## src/common/scu_pkg.sv

```systemverilog
// Constants, types and register map of the serial channel
//
// Function
// - Two-bit field picks prescaler tap
// - Four-bit divider divides tap by 1..16
// - Shift mode rate: generator output halved
// - Asynchronous modes divide source by sixteen
// - Timer match source, async only, over 16
// - External clock: half in shift, sixteenth async
// - Clock-out shift mode: write sends eight bits
// - Clock-in shift mode: send on supplied clocks
// - Clock-out: buffer read starts next receive
// - Clock-in: receive after read, external clocks
// - Mode 01/10/11 give 7/8/9-bit frames
// - Parity enable and even/odd select
// - No parity in nine-bit mode
// - Ninth transmit bit from mode register
// - Ninth received bit into control register
// - Wake-up: ninth bit one raises receive
// - Rate taps come from shared prescaler
// - Wake-up: ninth bit zero raises no receive flag or overrun
// - Control register read clears error flags
// - Transmit least significant bit first
package scu_pkg;

  // ********************
  // Register offsets
  // ********************
  localparam logic [7:0] ADR_BUF  = 8'h00;
  localparam logic [7:0] ADR_MODE = 8'h04;
  localparam logic [7:0] ADR_CTRL = 8'h08;
  localparam logic [7:0] ADR_RATE = 8'h0c;
  localparam logic [7:0] ADR_IRQ  = 8'h10;

  // ********************
  // Field positions
  // ********************
  localparam int MODE_TB8 = 7;
  localparam int MODE_RXE = 5;
  localparam int MODE_WU  = 4;
  localparam int MODE_FM  = 2;
  localparam int MODE_CS  = 0;
  localparam int CTRL_RB8 = 7;
  localparam int CTRL_EVN = 6;
  localparam int CTRL_PE  = 5;
  localparam int CTRL_OE  = 4;
  localparam int CTRL_PER = 3;
  localparam int CTRL_FE  = 2;
  localparam int CTRL_IOC = 0;
  localparam int RATE_SEL = 4;
  localparam int RATE_DIV = 0;
  localparam int IRQ_TX   = 0;
  localparam int IRQ_RX   = 1;
  localparam int IRQ_BSY  = 2;

  // ********************
  // Reset values and counts
  // ********************
  localparam logic [7:0] MODE_RST = 8'h00;
  localparam logic [7:0] CTRL_RST = 8'h00;
  localparam logic [5:0] RATE_RST = 6'h00;
  localparam logic [3:0] OVS_LAST = 4'hf;
  localparam logic [3:0] SMP_A    = 4'h7;
  localparam logic [3:0] SMP_B    = 4'h8;
  localparam logic [3:0] SMP_C    = 4'h9;
  localparam logic [2:0] SH_LAST  = 3'h7;

  typedef enum logic [1:0] {
    FM_SHIFT = 2'b00,
    FM_UART7 = 2'b01,
    FM_UART8 = 2'b10,
    FM_UART9 = 2'b11
  } scu_frame_t;

  typedef enum logic [1:0] {
    CS_TIMER = 2'b00,
    CS_RATE  = 2'b01,
    CS_SYS   = 2'b10,
    CS_EXT   = 2'b11
  } scu_csel_t;

  typedef enum logic [0:0] {
    TX_IDLE  = 1'b0,
    TX_SHIFT = 1'b1
  } scu_tx_t;

  typedef enum logic [0:0] {
    RX_IDLE = 1'b0,
    RX_BITS = 1'b1
  } scu_rx_t;

  typedef struct packed {
    logic        cyc;
    logic        stb;
    logic        we;
    logic [7:0]  adr;
    logic [3:0]  sel;
    logic [31:0] dat;
  } scu_wb_req_t;

endpackage

```

## src/core/scu_channel.sv

```systemverilog
// Serial channel: shift mode and asynchronous modes behind Wishbone
module scu_channel #(
  parameter int TAP_N = 4
) (
  input  wire logic              clk_i,
  input  wire logic              rst_i,
  input  wire scu_pkg::scu_wb_req_t wb_i,
  output logic [31:0]            wb_dat_o,
  output logic                   wb_ack_o,
  input  wire logic [TAP_N-1:0]  prescaler_tap_i,
  input  wire logic              prescaler_run_i,
  input  wire logic              timer_match_i,
  input  wire logic              serial_in_pin_i,
  output logic                   serial_out_pin_o,
  input  wire logic              shift_clock_pin_i,
  output logic                   shift_clock_pin_o,
  output logic                   shift_clock_pin_oe_o,
  output logic                   transmit_irq_flag_o,
  output logic                   receive_irq_flag_o
);

  initial begin
    if (TAP_N != 4) $error("TAP_N must be 4");
  end

  // ********************
  // Functions and state
  // ********************
  function automatic logic [3:0] data_bits(input logic [1:0] fm);
    data_bits = (fm == scu_pkg::FM_UART7) ? 4'h7 : 4'h8;
  endfunction
  function automatic logic has_extra(input logic [1:0] fm,
                                     input logic pe);
    // Nine-bit frames carry the ninth bit, never parity
    has_extra = (fm == scu_pkg::FM_UART9) || pe;
  endfunction
  function automatic logic par_of(input logic [7:0] d,
                                  input logic [3:0] n,
                                  input logic even);
    logic [7:0] m;
    m = (n == 4'h7) ? {1'b0, d[6:0]} : d;
    par_of = even ? ^m : ~^m;
  endfunction
  logic [7:0]  serial_mode_reg, serial_control_reg, rx_buf, tx_buf;
  logic [5:0]  rate_generator_control;
  logic        tx_full, acc, wr, rd, brg_tick, sys_half;
  logic        sclk_prev, sclk_rise, src_tick, io_tick;
  logic [1:0]  frame_mode_field;
  logic        is_shift, parity_enable, receive_enable;
  logic        wakeup_filter_enable, ex;
  logic [3:0]  dn;
  logic        io_busy, io_phase, io_tx, io_rx, io_start, io_done;
  logic        rx_arm;
  logic [2:0]  io_cnt;
  logic [7:0]  io_tsh, io_rsh;
  scu_pkg::scu_tx_t tx_st;
  logic [11:0] tx_sh;
  logic [3:0]  tx_left, tx_ovs;
  logic        u_txd, u_start, u_tx_done;
  scu_pkg::scu_rx_t rx_st;
  logic [3:0]  rx_ovs, rx_idx;
  logic [9:0]  rx_sh;
  logic [1:0]  rx_smp;
  logic        rx_bit, rx_end, rx_take, rx_ovr, rx_parity_error_flag, rx_framing_error_flag;
  logic [7:0]  rx_data;
  logic        rx_extra, rx_keep;
  assign frame_mode_field     = serial_mode_reg[scu_pkg::MODE_FM +: 2];
  assign is_shift = frame_mode_field == scu_pkg::FM_SHIFT;
  assign receive_enable       = serial_mode_reg[scu_pkg::MODE_RXE];
  assign wakeup_filter_enable = serial_mode_reg[scu_pkg::MODE_WU];
  assign parity_enable = serial_control_reg[scu_pkg::CTRL_PE]
                         && frame_mode_field != scu_pkg::FM_UART9;
  assign dn = data_bits(frame_mode_field);
  assign ex = has_extra(frame_mode_field, parity_enable);
  // ********************
  // Bus slave
  // ********************
  // Effects fire on the edge that raises ack, once per request
  assign acc = wb_i.cyc && wb_i.stb && !wb_ack_o;
  assign wr  = acc && wb_i.we && wb_i.sel[0];
  assign rd  = acc && !wb_i.we;
  // Acknowledge and read data; unmapped offsets read zero
  always_ff @(posedge clk_i) begin
    if (rst_i) begin
      wb_ack_o <= 1'b0;
      wb_dat_o <= '0;
    end else begin
      wb_ack_o <= acc;
      wb_dat_o <= '0;
      if (rd) begin
        case (wb_i.adr)
          scu_pkg::ADR_BUF:  wb_dat_o[7:0] <= rx_buf;
          scu_pkg::ADR_MODE: wb_dat_o[7:0] <= serial_mode_reg;
          scu_pkg::ADR_CTRL: wb_dat_o[7:0] <= serial_control_reg;
          scu_pkg::ADR_RATE: wb_dat_o[5:0] <= rate_generator_control;
          scu_pkg::ADR_IRQ:  wb_dat_o[2:0] <= {tx_full, receive_irq_flag_o,
                                               transmit_irq_flag_o};
          default:           wb_dat_o <= '0;
        endcase
      end
    end
  end
  // Mode and rate registers, written by software only
  always_ff @(posedge clk_i) begin
    if (rst_i) begin
      serial_mode_reg        <= scu_pkg::MODE_RST;
      rate_generator_control <= scu_pkg::RATE_RST;
    end else if (wr) begin
      if (wb_i.adr == scu_pkg::ADR_MODE) serial_mode_reg <= wb_i.dat[7:0];
      if (wb_i.adr == scu_pkg::ADR_RATE)
        rate_generator_control <= wb_i.dat[5:0];
    end
  end
  // Control register: hardware error and ninth-bit fields
  // Error set beats the read-clear so no event is lost
  always_ff @(posedge clk_i) begin
    if (rst_i) begin
      serial_control_reg <= scu_pkg::CTRL_RST;
    end else begin
      if (wr && wb_i.adr == scu_pkg::ADR_CTRL) begin
        serial_control_reg[scu_pkg::CTRL_EVN] <= wb_i.dat[6];
        serial_control_reg[scu_pkg::CTRL_PE]  <= wb_i.dat[5];
        serial_control_reg[scu_pkg::CTRL_IOC] <= wb_i.dat[0];
      end
      if (rd && wb_i.adr == scu_pkg::ADR_CTRL) begin
        serial_control_reg[scu_pkg::CTRL_OE]  <= 1'b0;
        serial_control_reg[scu_pkg::CTRL_PER] <= 1'b0;
        serial_control_reg[scu_pkg::CTRL_FE]  <= 1'b0;
      end
      if (rx_end && rx_ovr)  serial_control_reg[scu_pkg::CTRL_OE] <= 1'b1;
      if (rx_end && rx_parity_error_flag) serial_control_reg[scu_pkg::CTRL_PER] <= 1'b1;
      if (rx_end && rx_framing_error_flag) serial_control_reg[scu_pkg::CTRL_FE] <= 1'b1;
      if (rx_take && ex)
        serial_control_reg[scu_pkg::CTRL_RB8] <= rx_extra;
    end
  end
  // ********************
  // Clock sources
  // ********************
  scu_rate_div #(
    .DIV_W (4)
  ) u_rate (
    .clk_i  (clk_i),
    .rst_i  (rst_i),
    .tap_i  (prescaler_run_i ? prescaler_tap_i : 4'h0),
    .sel_i  (rate_generator_control[scu_pkg::RATE_SEL +: 2]),
    .div_i  (rate_generator_control[scu_pkg::RATE_DIV +: 4]),
    .tick_o (brg_tick)
  );
  // Half system clock and external clock edge
  always_ff @(posedge clk_i) begin
    if (rst_i) begin
      sys_half  <= 1'b0;
      sclk_prev <= 1'b1;
    end else begin
      sys_half  <= ~sys_half;
      sclk_prev <= shift_clock_pin_i;
    end
  end
  assign sclk_rise = shift_clock_pin_i && !sclk_prev;
  // Oversampling source for asynchronous modes, sixteen per bit
  always_comb begin
    case (serial_mode_reg[scu_pkg::MODE_CS +: 2])
      scu_pkg::CS_TIMER: src_tick = timer_match_i;
      scu_pkg::CS_RATE:  src_tick = brg_tick;
      scu_pkg::CS_SYS:   src_tick = sys_half;
      scu_pkg::CS_EXT:   src_tick = sclk_rise;
      default:           src_tick = 1'b0;
    endcase
  end
  // Shift mode: two ticks per bit halve the source rate
  assign io_tick = serial_control_reg[scu_pkg::CTRL_IOC] ? sclk_rise
                                                         : brg_tick;
  // ********************
  // Shift mode engine
  // ********************
  // Receive only after the previous byte was read
  assign rx_arm   = receive_enable && !receive_irq_flag_o;
  assign io_start = is_shift && !io_busy && (tx_full || rx_arm);
  assign io_done  = io_busy && io_tick && io_phase
                    && io_cnt == scu_pkg::SH_LAST;
  // Bits move only on supplied ticks, so an idle clock stalls it
  always_ff @(posedge clk_i) begin
    if (rst_i) begin
      io_busy  <= 1'b0;
      io_phase <= 1'b0;
      io_cnt   <= '0;
      io_tx    <= 1'b0;
      io_rx    <= 1'b0;
      io_tsh   <= '0;
      io_rsh   <= '0;
    end else if (io_start) begin
      io_busy  <= 1'b1;
      io_phase <= 1'b0;
      io_cnt   <= '0;
      io_tx    <= tx_full;
      io_rx    <= rx_arm;
      io_tsh   <= tx_buf;
    end else if (io_busy && io_tick) begin
      io_phase <= ~io_phase;
      if (io_phase) begin
        io_rsh <= {serial_in_pin_i, io_rsh[7:1]};
        io_tsh <= {1'b1, io_tsh[7:1]};
        io_cnt <= io_cnt + 3'h1;
        if (io_cnt == scu_pkg::SH_LAST) io_busy <= 1'b0;
      end
    end
  end
  // Shift clock pin; stays high whenever it is not ours to drive
  always_ff @(posedge clk_i) begin
    if (rst_i) begin
      shift_clock_pin_o    <= 1'b1;
      shift_clock_pin_oe_o <= 1'b0;
    end else begin
      shift_clock_pin_o    <= !(io_busy && io_phase && is_shift
                                && !serial_control_reg[scu_pkg::CTRL_IOC]);
      shift_clock_pin_oe_o <= is_shift
                              && !serial_control_reg[scu_pkg::CTRL_IOC];
    end
  end
  // ********************
  // Transmit buffer and asynchronous transmitter
  // ********************
  assign u_start   = !is_shift && tx_st == scu_pkg::TX_IDLE && tx_full;
  assign u_tx_done = tx_st == scu_pkg::TX_SHIFT && src_tick
                     && tx_ovs == scu_pkg::OVS_LAST && tx_left == 4'h1;
  // A new write replaces a byte not yet taken
  always_ff @(posedge clk_i) begin
    if (rst_i) begin
      tx_buf  <= '0;
      tx_full <= 1'b0;
    end else if (wr && wb_i.adr == scu_pkg::ADR_BUF) begin
      tx_buf  <= wb_i.dat[7:0];
      tx_full <= 1'b1;
    end else if ((io_start && tx_full) || u_start) begin
      tx_full <= 1'b0;
    end
  end
  // Frame out LSB first: start, data, ninth or parity, stop
  always_ff @(posedge clk_i) begin
    if (rst_i) begin
      tx_st   <= scu_pkg::TX_IDLE;
      tx_sh   <= '1;
      tx_left <= '0;
      tx_ovs  <= '0;
    end else begin
      case (tx_st)
        scu_pkg::TX_IDLE: begin
          if (u_start) begin
            tx_sh <= '1;
            tx_sh[0] <= 1'b0;
            for (int i = 0; i < 8; i++) begin
              if (4'(i) < dn) tx_sh[i+1] <= tx_buf[i];
            end
            if (frame_mode_field == scu_pkg::FM_UART9)
              tx_sh[9] <= serial_mode_reg[scu_pkg::MODE_TB8];
            else if (parity_enable)
              tx_sh[dn+4'h1] <= par_of(tx_buf, dn,
                serial_control_reg[scu_pkg::CTRL_EVN]);
            tx_left <= dn + 4'h2 + {3'h0, ex};
            tx_ovs  <= '0;
            tx_st   <= scu_pkg::TX_SHIFT;
          end
        end
        scu_pkg::TX_SHIFT: begin
          if (src_tick) begin
            tx_ovs <= tx_ovs + 4'h1;
            if (tx_ovs == scu_pkg::OVS_LAST) begin
              tx_sh   <= {1'b1, tx_sh[11:1]};
              tx_left <= tx_left - 4'h1;
              if (tx_left == 4'h1) tx_st <= scu_pkg::TX_IDLE;
            end
          end
        end
        default: tx_st <= scu_pkg::TX_IDLE;
      endcase
    end
  end
  assign u_txd = tx_st == scu_pkg::TX_SHIFT ? tx_sh[0] : 1'b1;
  // Output pin from one flop for both modes
  always_ff @(posedge clk_i) begin
    if (rst_i) serial_out_pin_o <= 1'b1;
    else if (is_shift) serial_out_pin_o <= io_busy && io_tx ? io_tsh[0]
                                                              : 1'b1;
    else serial_out_pin_o <= u_txd;
  end
  // ********************
  // Asynchronous receiver
  // ********************
  // Majority of three samples around the bit centre
  assign rx_bit = (rx_smp[0] & rx_smp[1]) | (rx_smp[0] & serial_in_pin_i)
                  | (rx_smp[1] & serial_in_pin_i);
  assign rx_end = rx_st == scu_pkg::RX_BITS && src_tick
                  && rx_ovs == scu_pkg::SMP_C
                  && rx_idx == dn + 4'h1 + {3'h0, ex};
  assign rx_data  = (dn == 4'h7) ? {1'b0, rx_sh[6:0]} : rx_sh[7:0];
  assign rx_extra = rx_sh[dn];
  assign rx_framing_error_flag  = !rx_bit;
  assign rx_parity_error_flag  = parity_enable
                    && rx_extra != par_of(rx_data, dn,
                       serial_control_reg[scu_pkg::CTRL_EVN]);
  // Wake-up filter drops data frames with ninth bit clear
  assign rx_keep  = !(frame_mode_field == scu_pkg::FM_UART9
                      && wakeup_filter_enable && !rx_extra);
  assign rx_take  = rx_end && !receive_irq_flag_o && rx_keep;
  assign rx_ovr   = rx_end && receive_irq_flag_o && rx_keep;
  // Receive state machine, three samples per bit
  always_ff @(posedge clk_i) begin
    if (rst_i) begin
      rx_st  <= scu_pkg::RX_IDLE;
      rx_ovs <= '0;
      rx_idx <= '0;
      rx_sh  <= '0;
      rx_smp <= '0;
    end else begin
      case (rx_st)
        scu_pkg::RX_IDLE: begin
          rx_ovs <= '0;
          rx_idx <= '0;
          if (!is_shift && receive_enable && src_tick && !serial_in_pin_i)
            rx_st <= scu_pkg::RX_BITS;
        end
        scu_pkg::RX_BITS: begin
          if (src_tick) begin
            rx_ovs <= rx_ovs + 4'h1;
            if (rx_ovs == scu_pkg::SMP_A) rx_smp[0] <= serial_in_pin_i;
            if (rx_ovs == scu_pkg::SMP_B) rx_smp[1] <= serial_in_pin_i;
            if (rx_ovs == scu_pkg::SMP_C) begin
              rx_idx <= rx_idx + 4'h1;
              if (rx_idx == 4'h0 && rx_bit) rx_st <= scu_pkg::RX_IDLE;
              else if (rx_idx != 4'h0) rx_sh[rx_idx - 4'h1] <= rx_bit;
              if (rx_end) rx_st <= scu_pkg::RX_IDLE;
            end
          end
          if (is_shift) rx_st <= scu_pkg::RX_IDLE;
        end
        default: rx_st <= scu_pkg::RX_IDLE;
      endcase
    end
  end
  // Receive buffer, loaded at the end of either engine
  always_ff @(posedge clk_i) begin
    if (rst_i) rx_buf <= '0;
    else if (io_done && io_rx) rx_buf <= io_rsh[7:0] >> 1
                                         | {serial_in_pin_i, 7'h00};
    else if (rx_take) rx_buf <= rx_data;
  end
  // Set beats clear; buffer read clears receive, write-one clears
  always_ff @(posedge clk_i) begin
    if (rst_i) begin
      transmit_irq_flag_o <= 1'b0;
      receive_irq_flag_o  <= 1'b0;
    end else begin
      if (wr && wb_i.adr == scu_pkg::ADR_IRQ && wb_i.dat[scu_pkg::IRQ_TX])
        transmit_irq_flag_o <= 1'b0;
      if ((wr && wb_i.adr == scu_pkg::ADR_IRQ && wb_i.dat[scu_pkg::IRQ_RX])
          || (rd && wb_i.adr == scu_pkg::ADR_BUF))
        receive_irq_flag_o <= 1'b0;
      if ((io_done && io_tx) || u_tx_done)
        transmit_irq_flag_o <= 1'b1;
      if ((io_done && io_rx) || rx_take)
        receive_irq_flag_o <= 1'b1;
    end
  end

endmodule

```

## src/core/scu_rate_div.sv

```systemverilog
// Rate generator: prescaler tap select and programmable divider
module scu_rate_div #(
  parameter int DIV_W = 4
) (
  input  wire logic             clk_i,
  input  wire logic             rst_i,
  input  wire logic [3:0]       tap_i,
  input  wire logic [1:0]       sel_i,
  input  wire logic [DIV_W-1:0] div_i,
  output logic                  tick_o
);

  logic [DIV_W-1:0] cnt;
  logic             tap;

  initial begin
    if (DIV_W < 1 || DIV_W > 8) $error("DIV_W out of range");
  end

  // Tap picked from the shared prescaler
  assign tap = tap_i[sel_i];

  // Divide by div; zero field means the full range of 16
  always_ff @(posedge clk_i) begin
    if (rst_i) begin
      cnt    <= '0;
      tick_o <= 1'b0;
    end else begin
      tick_o <= 1'b0;
      if (tap) begin
        if (cnt == div_i - DIV_W'(1)) begin
          cnt    <= '0;
          tick_o <= 1'b1;
        end else begin
          cnt <= cnt + DIV_W'(1);
        end
      end
    end
  end

endmodule

```

## config.mk

```make
export PLATFORM = sky130hd
export DESIGN_NAME = scu_channel
export DESIGN_NICKNAME = d
export VERILOG_FILES = /design/src/common/scu_pkg.sv /design/src/core/scu_channel.sv /design/src/core/scu_rate_div.sv
export SDC_FILE = /design/constraint.sdc
export NUM_CORES = 1
export LEC_CHECK = 0
export BUFFER_PORTS_ARGS = -buffer_cell sky130_fd_sc_hd__buf_4
export CELL_PAD_IN_SITES_DETAIL_PLACEMENT = 0
export CELL_PAD_IN_SITES_GLOBAL_PLACEMENT = 2
export CORE_MARGIN = 3
export CORE_UTILIZATION = 34
export CTS_CLUSTER_DIAMETER = 200
export CTS_CLUSTER_SIZE = 12
export DETAILED_ROUTE_END_ITERATION = 16
export GPL_TIMING_DRIVEN = 0
export PLACE_DENSITY = 0.88
export RECOVER_POWER = 25
export SYNTH_ARGS = -nofsm -noshare
export SYNTH_HDL_FRONTEND = slang
export SYNTH_SLANG_ARGS = --single-unit
```

## constraint.sdc

```tcl
create_clock -name clk_i -period 3.18 [get_ports clk_i]
set_input_delay 0.159 -clock clk_i [delete_from_list [all_inputs] [get_ports clk_i]]
set_output_delay 0.159 -clock clk_i [all_outputs]
set_load 0.01 [all_outputs]
```

* After elaboration in Yosys (flattened, before gate mapping)
Index checks and enable logic that the tools add are counted.
W data, S select, Z words.
** Cells by class
- $add $sub $neg :: 12
- Order comparisons :: 14
- Eq/ne operators :: 25
- Muxes and demuxes :: 110
- Bitwise gates (word level) :: 14
- Reduce and logical (&&, ||, !) cells :: 105
** Operator list (number)
- $mux W1 :: 67
- $mux W8 :: 8
- $logic_and A1 B1 Y1 :: 53
- $mux W12 :: 4
- $mux W4 :: 11
- $pmux W4 S2 :: 4
- $pmux W12 S2 :: 1
- $add A4 B1 Y4 const B :: 5
- $reduce_bool A2 Y1 :: 10
- $eq A8 B4 Y1 const B :: 2
- $lt A3 B4 Y1 const A :: 4
- $reduce_xnor A8 Y1 :: 2
- $reduce_xor A8 Y1 :: 2
- $lt A4 B5 Y1 const B :: 3
- $pmux W3 S5 :: 1
- $reduce_and A3 Y1 :: 5
- $bwmux W12 :: 1
- $eq A4 B4 Y1 const B :: 3
- $logic_not A1 Y1 :: 12
- $pmux W3 S4 :: 1
- $reduce_and A2 Y1 :: 6
- $sub A4 B1 Y4 const B :: 3
- $bwmux W10 :: 1
- $mux W9 :: 1
- 37 further kinds :: 70
** Word-level totals
- Flip-flop bits (word level) :: 148
- Input bits :: 57
- Output and inout port bits :: 38
- Word-level logic and storage cells :: 319

* Longest topological paths before layout
Gate-level depths: netlist (run 1).
- Word-level depth :: 12
- Mapped depth :: 11

* Cells and area by module
From an unflattened synthesis (run 1), not the netlist that was laid out.
** Second synthesis, totals
- Cell total of the unflattened synthesis :: 664
- Area total of the unflattened synthesis :: 6092.1 um^2
** Modules (own cells, without submodules)
- scu_channel :: instances 1, cells each 633, area each 5794.3 um^2
- scu_rate_div :: instances 1, cells each 31, area each 297.8 um^2

* Worst setup path after synthesis (run 1)
No wires, ideal clock.
- Path kind :: register -> register
- Start :: register serial_mode_reg[2]
- End :: register rx_buf[7]
- Library setup time :: 91 ps
- Arrival :: 2524 ps
- Data required time :: 3089 ps
- Setup slack :: 565 ps
- Cell stages (with the launch flop) :: 12
- Path buffers :: 2
- Period minus slack after synthesis :: 2615 ps
- Path through :: dfxtp_1 clkbuf_1 inv_1 nor2_1 ha_1 xor2_1 nand3_1 nor4_4 and3b_4 buf_12 nand3b_1 a311oi_1
** Between the ends
- Cells in the longest elaborated chain, start to end :: 9
** Ends and longest elaborated chain
- start, declared :: line scu_channel.sv:44 : logic [7:0] serial_mode_reg, serial_control_reg, rx_buf, tx_buf;
- start signal, assigned :: line scu_channel.sv:106 : serial_mode_reg <= scu_pkg::MODE_RST;
- start signal, assigned :: line scu_channel.sv:109 : if (wb_i.adr == scu_pkg::ADR_MODE) serial_mode_reg <= wb_i.dat[7:0];
- $eq A2 B1 Y1 / $ne A2 B2 Y1 (equally long branches) :: line scu_channel.sv:30, scu_channel.sv:72
- $mux W4 / $logic_and A1 B1 Y1 (equally long branches) :: line scu_channel.sv:30, scu_channel.sv:72
- $add A4 B1 Y4 (tied with other cells) :: line scu_channel.sv:295 : && rx_idx == dn + 4'h1 + {3'h0, ex};
- $add A4 B1 Y4 / $mux W1 (equally long branches) :: line scu_channel.sv:295, scu_channel.sv:297
- $eq A4 B4 Y1 / $logic_not A1 Y1 (equally long branches) :: line scu_channel.sv:295, scu_channel.sv:304
- $logic_and A1 B1 Y1 (on tied branches) :: line scu_channel.sv:295, scu_channel.sv:304
- $logic_and A1 B1 Y1 / $logic_not A1 Y1 (equally long branches) :: line scu_channel.sv:305, scu_channel.sv:303
- $logic_and A1 B1 Y1 :: line scu_channel.sv:305 : assign rx_take = rx_end && !receive_irq_flag_o && rx_keep;
- $reduce_bool A2 Y1 (no source line)
- end signal, assigned :: line scu_channel.sv:344 : else if (io_done && io_rx) rx_buf <= io_rsh[7:0] >> 1
- end signal, assigned :: line scu_channel.sv:346 : else if (rx_take) rx_buf <= rx_data;
- end, declared :: line scu_channel.sv:44
Several ways; a longest one is shown, not always the timed one. The select of a mux whose other input is x is not followed.
A chain may end at the register's enable or synchronous reset.

* Worst setup path after layout (run 1)
- Start :: register serial_mode_reg[3]
- End :: register rx_buf[7]
The elaborated chain is that of the path after synthesis.

==> flow_summary.toml, run 1 <==
[logic_synthesis]
syn_inst = 693
synth_warnings = 0
synth.top_cell.area_share_pct = 40.9
synth_compound_area_share_pct = 13.0
synth-seq-area-share_pct = 40.9
ys_ff_latch = 120
netlist_area_mm2 = 0.00588
ys_top_cells_by_area = "dfxtp_1 41%, mux2i_1 6.5%, nand2_1 6.2%"
synth-async-reset-ratio_pct = 0
synth_ff_type = "dfxtp_1"
synth_simple_gate_area_share_pct = 21.6
synth.avg_cell_area_um2 = 8.48
yosysUniqueCellTypes = 55
synth_top_cell_by_area = "dfxtp_1"
synth_edf_count = 0
synth.area.mux_share_pct = 7.62
synth_xor_area_share_pct = 5.90
synth_top_family_by_area = "simple AND/OR/NAND/NOR gates"
synthAdderAreaFrac_pct = 4.22

[placement]
gp_congestion = 0.851
dp_hpwl_um = 12400
port_buffers = 42

[finish]
top_register = "tx_sh"
largest_reg_flops = 10
reg.largest.list = "tx_sh: 10 flops, rx_sh: 9 flops"
drive_gt1_share_pct = 12.2
final_net_count = 855
n_antenna_cell = 0
area_growth_pct = 22.0

[timing]
rsz0062_at_grt = "false"
final-setup-viol-count = 0
max_slew_margin_pct = 36.4
period_share_pct = 92.9
whs_ns = 0.0185
tns_ns = 0
hold_viol = 0
finalCriticalPeriod_ns = 2.95
clock.fmax_mhz = 338
skew_ns = 0.00967
worstMarginPinSlew_ns = 0.952
slew_viol_final = 0

[drt]
viasPerCell = 5.02
ant_nets = 0
vias = 5083
routed_wl_um = 16600
detail_route.first_pass.iterations = 5
drtIter0Drc = 425
drcViolationCount = 0
wl_per_cell_um = 16.4

[setup_path]
cp-end-kind = "flip-flop"
cp.required_ns = 3.51
worstSetupStartpoint = "serial_mode_reg[3]$_SDFFE_PP0P_"
cp_max_fo = 10
startpoint_type = "flip-flop"
arrival_ns = 3.28
worst-setup-path-type = "flip-flop to flip-flop"
r2r-start = "serial_mode_reg[3]$_SDFFE_PP0P_"

[grt]
overflow = 0
grt_usage_pct = 18.1
grt_pass1_wl_um = 25900
grt_max_degree = 17
first_global_vias = 4779
grt_antenna_before_repair = 0

[power]
p_leak_nw = 2.59
worst_ir_drop_vdd_v = 0.000356
cellPowerDensity_mw_per_mm2 = 522

[floorplanning]
core.rowCount = 47
die_h_um = 137
dieArea_mm2 = 0.0189
fp.dieW_um = 137
start_util_pct = 35.1
core_mm2 = 0.0168
pin_count = 95

[clock_tree]
cts.sinks = 120
clk_latency_ns = 0.43
root_buffer = "clkbuf_16"
cts_buffers = 17
htree_levels = 4
cts_tree = "done"
clockBufferDepth = 2
clk_pin_slew_worst_paths_ns = 0.06

[flow_run]
cap_viol_max_count = 0

[worst_hold_path]
hold_class = "primary input to flip-flop"
holdCritStartpoint = "wb_i[3]"

[outcome]
outcome = "finished clean"
-- final cells by class --
type | count | area [µm²]
Fill cell | 1694 | 9590
Multi-Input combinational cell | 519 | 3170
Sequential cell | 120 | 2400
Clock buffer | 17 | 425
Buffer | 59 | 328
Timing Repair Buffer | 45 | 289
Tap cell | 220 | 275
Clock inverter | 15 | 214
Inverter | 17 | 63.8
-- cells in the final DEF (no fill, tap or decap), drive strengths merged, types with 2 or more instances in the layout --
| cell | n |
|---|---|
| o211ai | 2 |
| and3 | 4 |
| and2 | 2 |
| o21ai | 13 |
| inv | 23 |
| nor2b | 7 |
| clkinv | 3 |
| dfxtp | 120 |
| nor3b | 4 |
| nand3b | 3 |
| a31oi | 4 |
| xnor2 | 22 |
| a222oi | 3 |
| mux4 | 2 |
| clkinvlp | 2 |
| mux2 | 2 |
| clkbuf | 64 |
| nand3 | 28 |
| ha | 19 |
| dlygate4sd3 | 3 |
| nor2 | 69 |
| nand4b | 2 |
| nand4 | 11 |
| o21bai | 3 |
| or2 | 5 |
| a21boi | 2 |
| a311oi | 2 |
| a21oi | 56 |
| nor3 | 21 |
| buf | 54 |
| a211oi | 9 |
| nand2b | 12 |
| xor2 | 15 |
| o211a | 2 |
| bufinv | 4 |
| conb | 24 |
| nor4 | 4 |
| mux2i | 38 |
| nand2 | 97 |
| a22oi | 18 |
-- kinds of logic (layout without fill, tap and decap cells) --
kind of cell | after synthesis | in the layout
AOI/OAI and AO/OA | 122 | 122
xor gates and xnor gates | 38 | 38
adders and majority gates | 20 | 20
buffers and inverters | 77 | 153
DFF | 120 | 120
muxes | 42 | 42
other | 1 | 24
and+or+nand+nor | 273 | 273
-- routing by layer --
layer | global-route usage (%) | share of wire (%) | vias up | wire, µm
met5 | 0 | 0 | - | 0
met4 | 5.65 | 1.3 | 0 | 209
met3 | 4.05 | 5.8 | 19 | 971
met2 | 28.9 | 47 | 135 | 7790
met1 | 24.4 | 46 | 2403 | 7660
li1 | - | - | 2526 | -
-- cells in the mapped netlist, drive strengths merged (5+ instances only) --
| cell | n |
|---|---|
| nor2b | 7 |
| a211oi | 9 |
| buf | 30 |
| nand4 | 11 |
| mux2i | 38 |
| ha | 19 |
| nand2b | 12 |
| o21ai | 13 |
| xor2 | 15 |
| nor3 | 21 |
| nand3 | 28 |
| or2 | 5 |
| xnor2 | 22 |
| clkbuf | 30 |
| dfxtp | 120 |
| inv | 17 |
| a22oi | 18 |
| nand2 | 97 |
| nor2 | 69 |
| a21oi | 56 |
-- power breakdown --
| part | switching [mW] | internal, mW |
|---|---|---|
| Clock | 0.762 | 1.33 |
| Sequential | 0.00344 | 1.51 |
| Combinational | 0.0836 | 0.0608 |
-- per-stage QoR --
step                cells  utilization, %  worst slack, ns  power, mW  cell area (µm²)
finish               1012            42.8            0.225       3.75             7170
global route         1012            42.8           0.0304       3.86             7170
CTS                  1013            43.1           0.0247       3.78             7220
detailed placement    978            39.1           -0.184       1.69             6550
global placement      978            39.1           -0.120       1.68             6550
floorplan             716               -            0.565       1.62             5960
-- what timing repair did --
| action | in CTS | in global routing |
|---|---|---|
| resized for setup | 1 | 1 |
| buffers inserted | 0 | 0 |
| endpoints found under the setup margin | 9 | 9 |
| endpoints found under the hold margin | 3 | 0 |
| cloned | 0 | 0 |
| hold buffers | 3 | 0 |
-- path summary, 6_finish.rpt --
path	endpoint	cells past startpoint	slack [ns]
hold reg to reg	sys_half$_SDFF_PP0_	1	0.44
setup / recovery	rx_buf[7]$_SDFFE_PP0P_	11	0.23
hold / removal	tx_buf[3]$_SDFFE_PP0P_	3	0.02
setup reg to reg	rx_buf[7]$_SDFFE_PP0P_	11	0.23
-- worst max-delay path: stages, from the launching register on --
cell	delay (ns)
dfxtp_1	0.30
clkbuf_1	0.38
nand2_1	0.13
nand2b_1	0.29
ha_1	0.31
xor2_1	0.13
nand3_1	0.13
nor4_4	0.39
and3b_4	0.29
buf_12	0.14
nand3b_1	0.11
a311oi_1	0.26
No activity file was read; power rests on OpenSTA's default activity.
==> inputs of run 2 (changes only) <==
--- a/config.mk
+++ b/config.mk
@@ -7,14 +7,14 @@
 export LEC_CHECK = 0
 export BUFFER_PORTS_ARGS = -buffer_cell sky130_fd_sc_hd__buf_4
 export CELL_PAD_IN_SITES_DETAIL_PLACEMENT = 0
-export CELL_PAD_IN_SITES_GLOBAL_PLACEMENT = 2
+export CELL_PAD_IN_SITES_GLOBAL_PLACEMENT = 1
 export CORE_MARGIN = 3
-export CORE_UTILIZATION = 34
+export CORE_UTILIZATION = 44
 export CTS_CLUSTER_DIAMETER = 200
 export CTS_CLUSTER_SIZE = 12
 export DETAILED_ROUTE_END_ITERATION = 16
 export GPL_TIMING_DRIVEN = 0
-export PLACE_DENSITY = 0.88
+export PLACE_DENSITY = 0.9
 export RECOVER_POWER = 25
 export SYNTH_ARGS = -nofsm -noshare
 export SYNTH_HDL_FRONTEND = slang
==> constraint.sdc (replaced) <==
create_clock -name clk_i -period 3.7 [get_ports clk_i]
set_input_delay 0.185 -clock clk_i [delete_from_list [all_inputs] [get_ports clk_i]]
set_output_delay 0.185 -clock clk_i [all_outputs]
set_load 0.01 [all_outputs]
==> run 2 against run 1 <==
Against the previous run: die area is 22% lower; critical endpoint unchanged; setup slack better by 0.062 ns; via count is 2.4% higher; sequential share of layout area is 0.12 points higher; global-route usage is 4.1 points higher; hold slack better by 0.014 ns; cell count is 4.9% lower; critical path depth stayed put; highest routed layer unchanged; non-clock buffer count is 1 lower.
==> flow_summary.toml, run 2 (same netlist as run 1, synthesis figures left out) <==
[placement]
dp_hpwl_um = 11600
port_buffers = 42
dpl-instance-area_mm2 = 0.00649
gp_congestion = 0.915

[setup_path]
startpoint_type = "flip-flop"
worstSetupStartpoint = "serial_mode_reg[2]$_SDFFE_PP0P_"
worst-setup-path-type = "flip-flop to flip-flop"
cp-end-kind = "flip-flop"
cp.required_ns = 4.02
r2r-start = "serial_mode_reg[2]$_SDFFE_PP0P_"
arrival_ns = 3.73
cp_max_fo = 10

[clock_tree]
clockBufferDepth = 2
cts_resized = 0
cts.sinks = 120
cts_tree = "done"
root_buffer = "clkbuf_16"
cts_buffers = 17
clk_pin_slew_worst_paths_ns = 0.06
htree_levels = 4
clk_latency_ns = 0.42

[finish]
fillers = 1187
fin_util_pct = 55.7
n_antenna_cell = 0
drive_gt1_share_pct = 12.0
final_net_count = 854
multi_input_area_mm2 = 0.00316
fin_area_mm2 = 0.00714
reg.largest.list = "tx_sh: 10 flops, rx_sh: 9 flops"
mostFrequentLayoutCells = "120 x dfxtp_1, 97 x nand2_1, 69 x nor2_1, 56 x a21oi_1, 50 x buf_4"
largest_reg_flops = 10
final_common_cell = "dfxtp_1"
area_growth_pct = 21.6
seqCellArea_mm2 = 0.00240
top_register = "tx_sh"

[timing]
finalCriticalPeriod_ns = 3.41
worstMarginPinSlew_ns = 1.04
clock.fmax_mhz = 293
period_share_pct = 92.2
tns_ns = 0
final-setup-viol-count = 0
rsz0062_at_grt = "false"
max_slew_margin_pct = 30.6
hold_viol = 0
slew_viol_final = 0
skew_ns = 0.00684

[drt]
drtIter0Drc = 506
detail_route.first_pass.iterations = 8
vias = 5206
drcViolationCount = 0
wl_per_cell_um = 16.5
viasPerCell = 5.41
ant_nets = 0
routed_wl_um = 15900

[power]
power_frac_clock_pct = 58.0
p_leak_nw = 2.62
p_seq_share_pct = 38.4
p_switching_uw = 670
intPower_mw = 2.71
combPwrFrac_pct = 3.6
worst_ir_drop_vdd_v = 0.000280
sw_frac_of_total_pct = 19.8
cellPowerDensity_mw_per_mm2 = 473

[floorplanning]
fp.dieW_um = 122
start_util_pct = 45.8
dieArea_mm2 = 0.0148
core.rowCount = 41
core_mm2 = 0.0128
die_h_um = 122
pin_count = 95

[flow_run]
cap_viol_max_count = 0

[grt]
grt_max_degree = 17
grt_pass1_wl_um = 25600
first_global_vias = 5088
overflow = 0
grt_usage_pct = 22.2
grt_antenna_before_repair = 0

[worst_hold_path]
holdCritStartpoint = "wb_i[7]"
hold_class = "primary input to flip-flop"

[outcome]
outcome = "finished clean"
==> run 2: changes by cell type in the layout (fill, tap and decap cells not counted), sizes merged <==
cell / change
dlygate4sd3: -2
buf: -1
bufinv: +3
clkbuf: +4
inv: -5
clkinvlp: -1
==> run 2: worst paths after layout <==
kind | slack [ns] | end | depth (start not counted)
worst max-delay path | 0.29 | rx_buf[7]$_SDFFE_PP0P_ | 11
worst min-delay path | 0.03 | tx_buf[7]$_SDFFE_PP0P_ | 3
worst max register to register | 0.29 | rx_buf[7]$_SDFFE_PP0P_ | 11
worst min register to register | 0.44 | sys_half$_SDFF_PP0_ | 1
==> run 2: metrics by stage <==
stage	total power [mW]	hold slack [ns]	worst slack (ns)	instances
3_3_place_gp	1.44	0.400	0.466	930
6_report	3.38	0.0324	0.287	962
5_1_grt	3.48	0.0247	0.145	962
4_1_cts	3.40	0.0195	0.303	962
3_5_place_dp	1.45	0.405	0.381	930
2_1_floorplan	1.39	0.289	1.09	716
==> run 2: final cells by class <==
type | instances | area share, %
buffer | 60 | 4.64
clock buffer | 19 | 6.34
clock inverter | 12 | 3.43
inverter | 17 | 0.893
multi-input combinational | 519 | 44.3
sequential | 120 | 33.6
tap | 172 | 3.01
timing repair buffer | 43 | 3.77
==> run 2: per-layer routing <==
layer	wire [µm]	global-route usage [%]	vias to the layer above	part of all wire [%]
li1	-	-	2523	-
met5	0	0	-	0
met4	393	8.61	0	2.5
met1	6970	28.5	2442	44
met2	7550	35.9	203	48
met3	965	5.71	38	6.1
==> run 2: worst max-delay path, cell delays in order, from the launching register on <==
cell and delay [ns]:
dfxtp_1 0.31, clkbuf_1 0.39, inv_1 0.17, nor2_1 0.61, ha_1 0.36, xor2_1 0.14, nand3_1 0.13, nor4_4 0.38
and3b_4 0.29, buf_12 0.14, nand3b_1 0.11, a311oi_1 0.29
==> run 2: what timing repair did <==
action	in CTS	in global routing
setup buffers	0	0
setup endpoints to repair	0	0
hold endpoints to repair	1	0
hold buffers	1	0
==> run 2: power by group through the flow <==
| stage | Combinational [mW] | Sequential [mW] | Clock (mW) |
|---|---|---|---|
| after CTS | 0.120 | 1.30 | 1.98 |
| after global routing | 0.131 | 1.30 | 2.05 |
| final | 0.120 | 1.30 | 1.96 |
| after detailed placement | 0.119 | 1.33 | 0 |
| after floorplan | 0.0658 | 1.33 | 0 |
| after global placement | 0.117 | 1.33 | 0 |
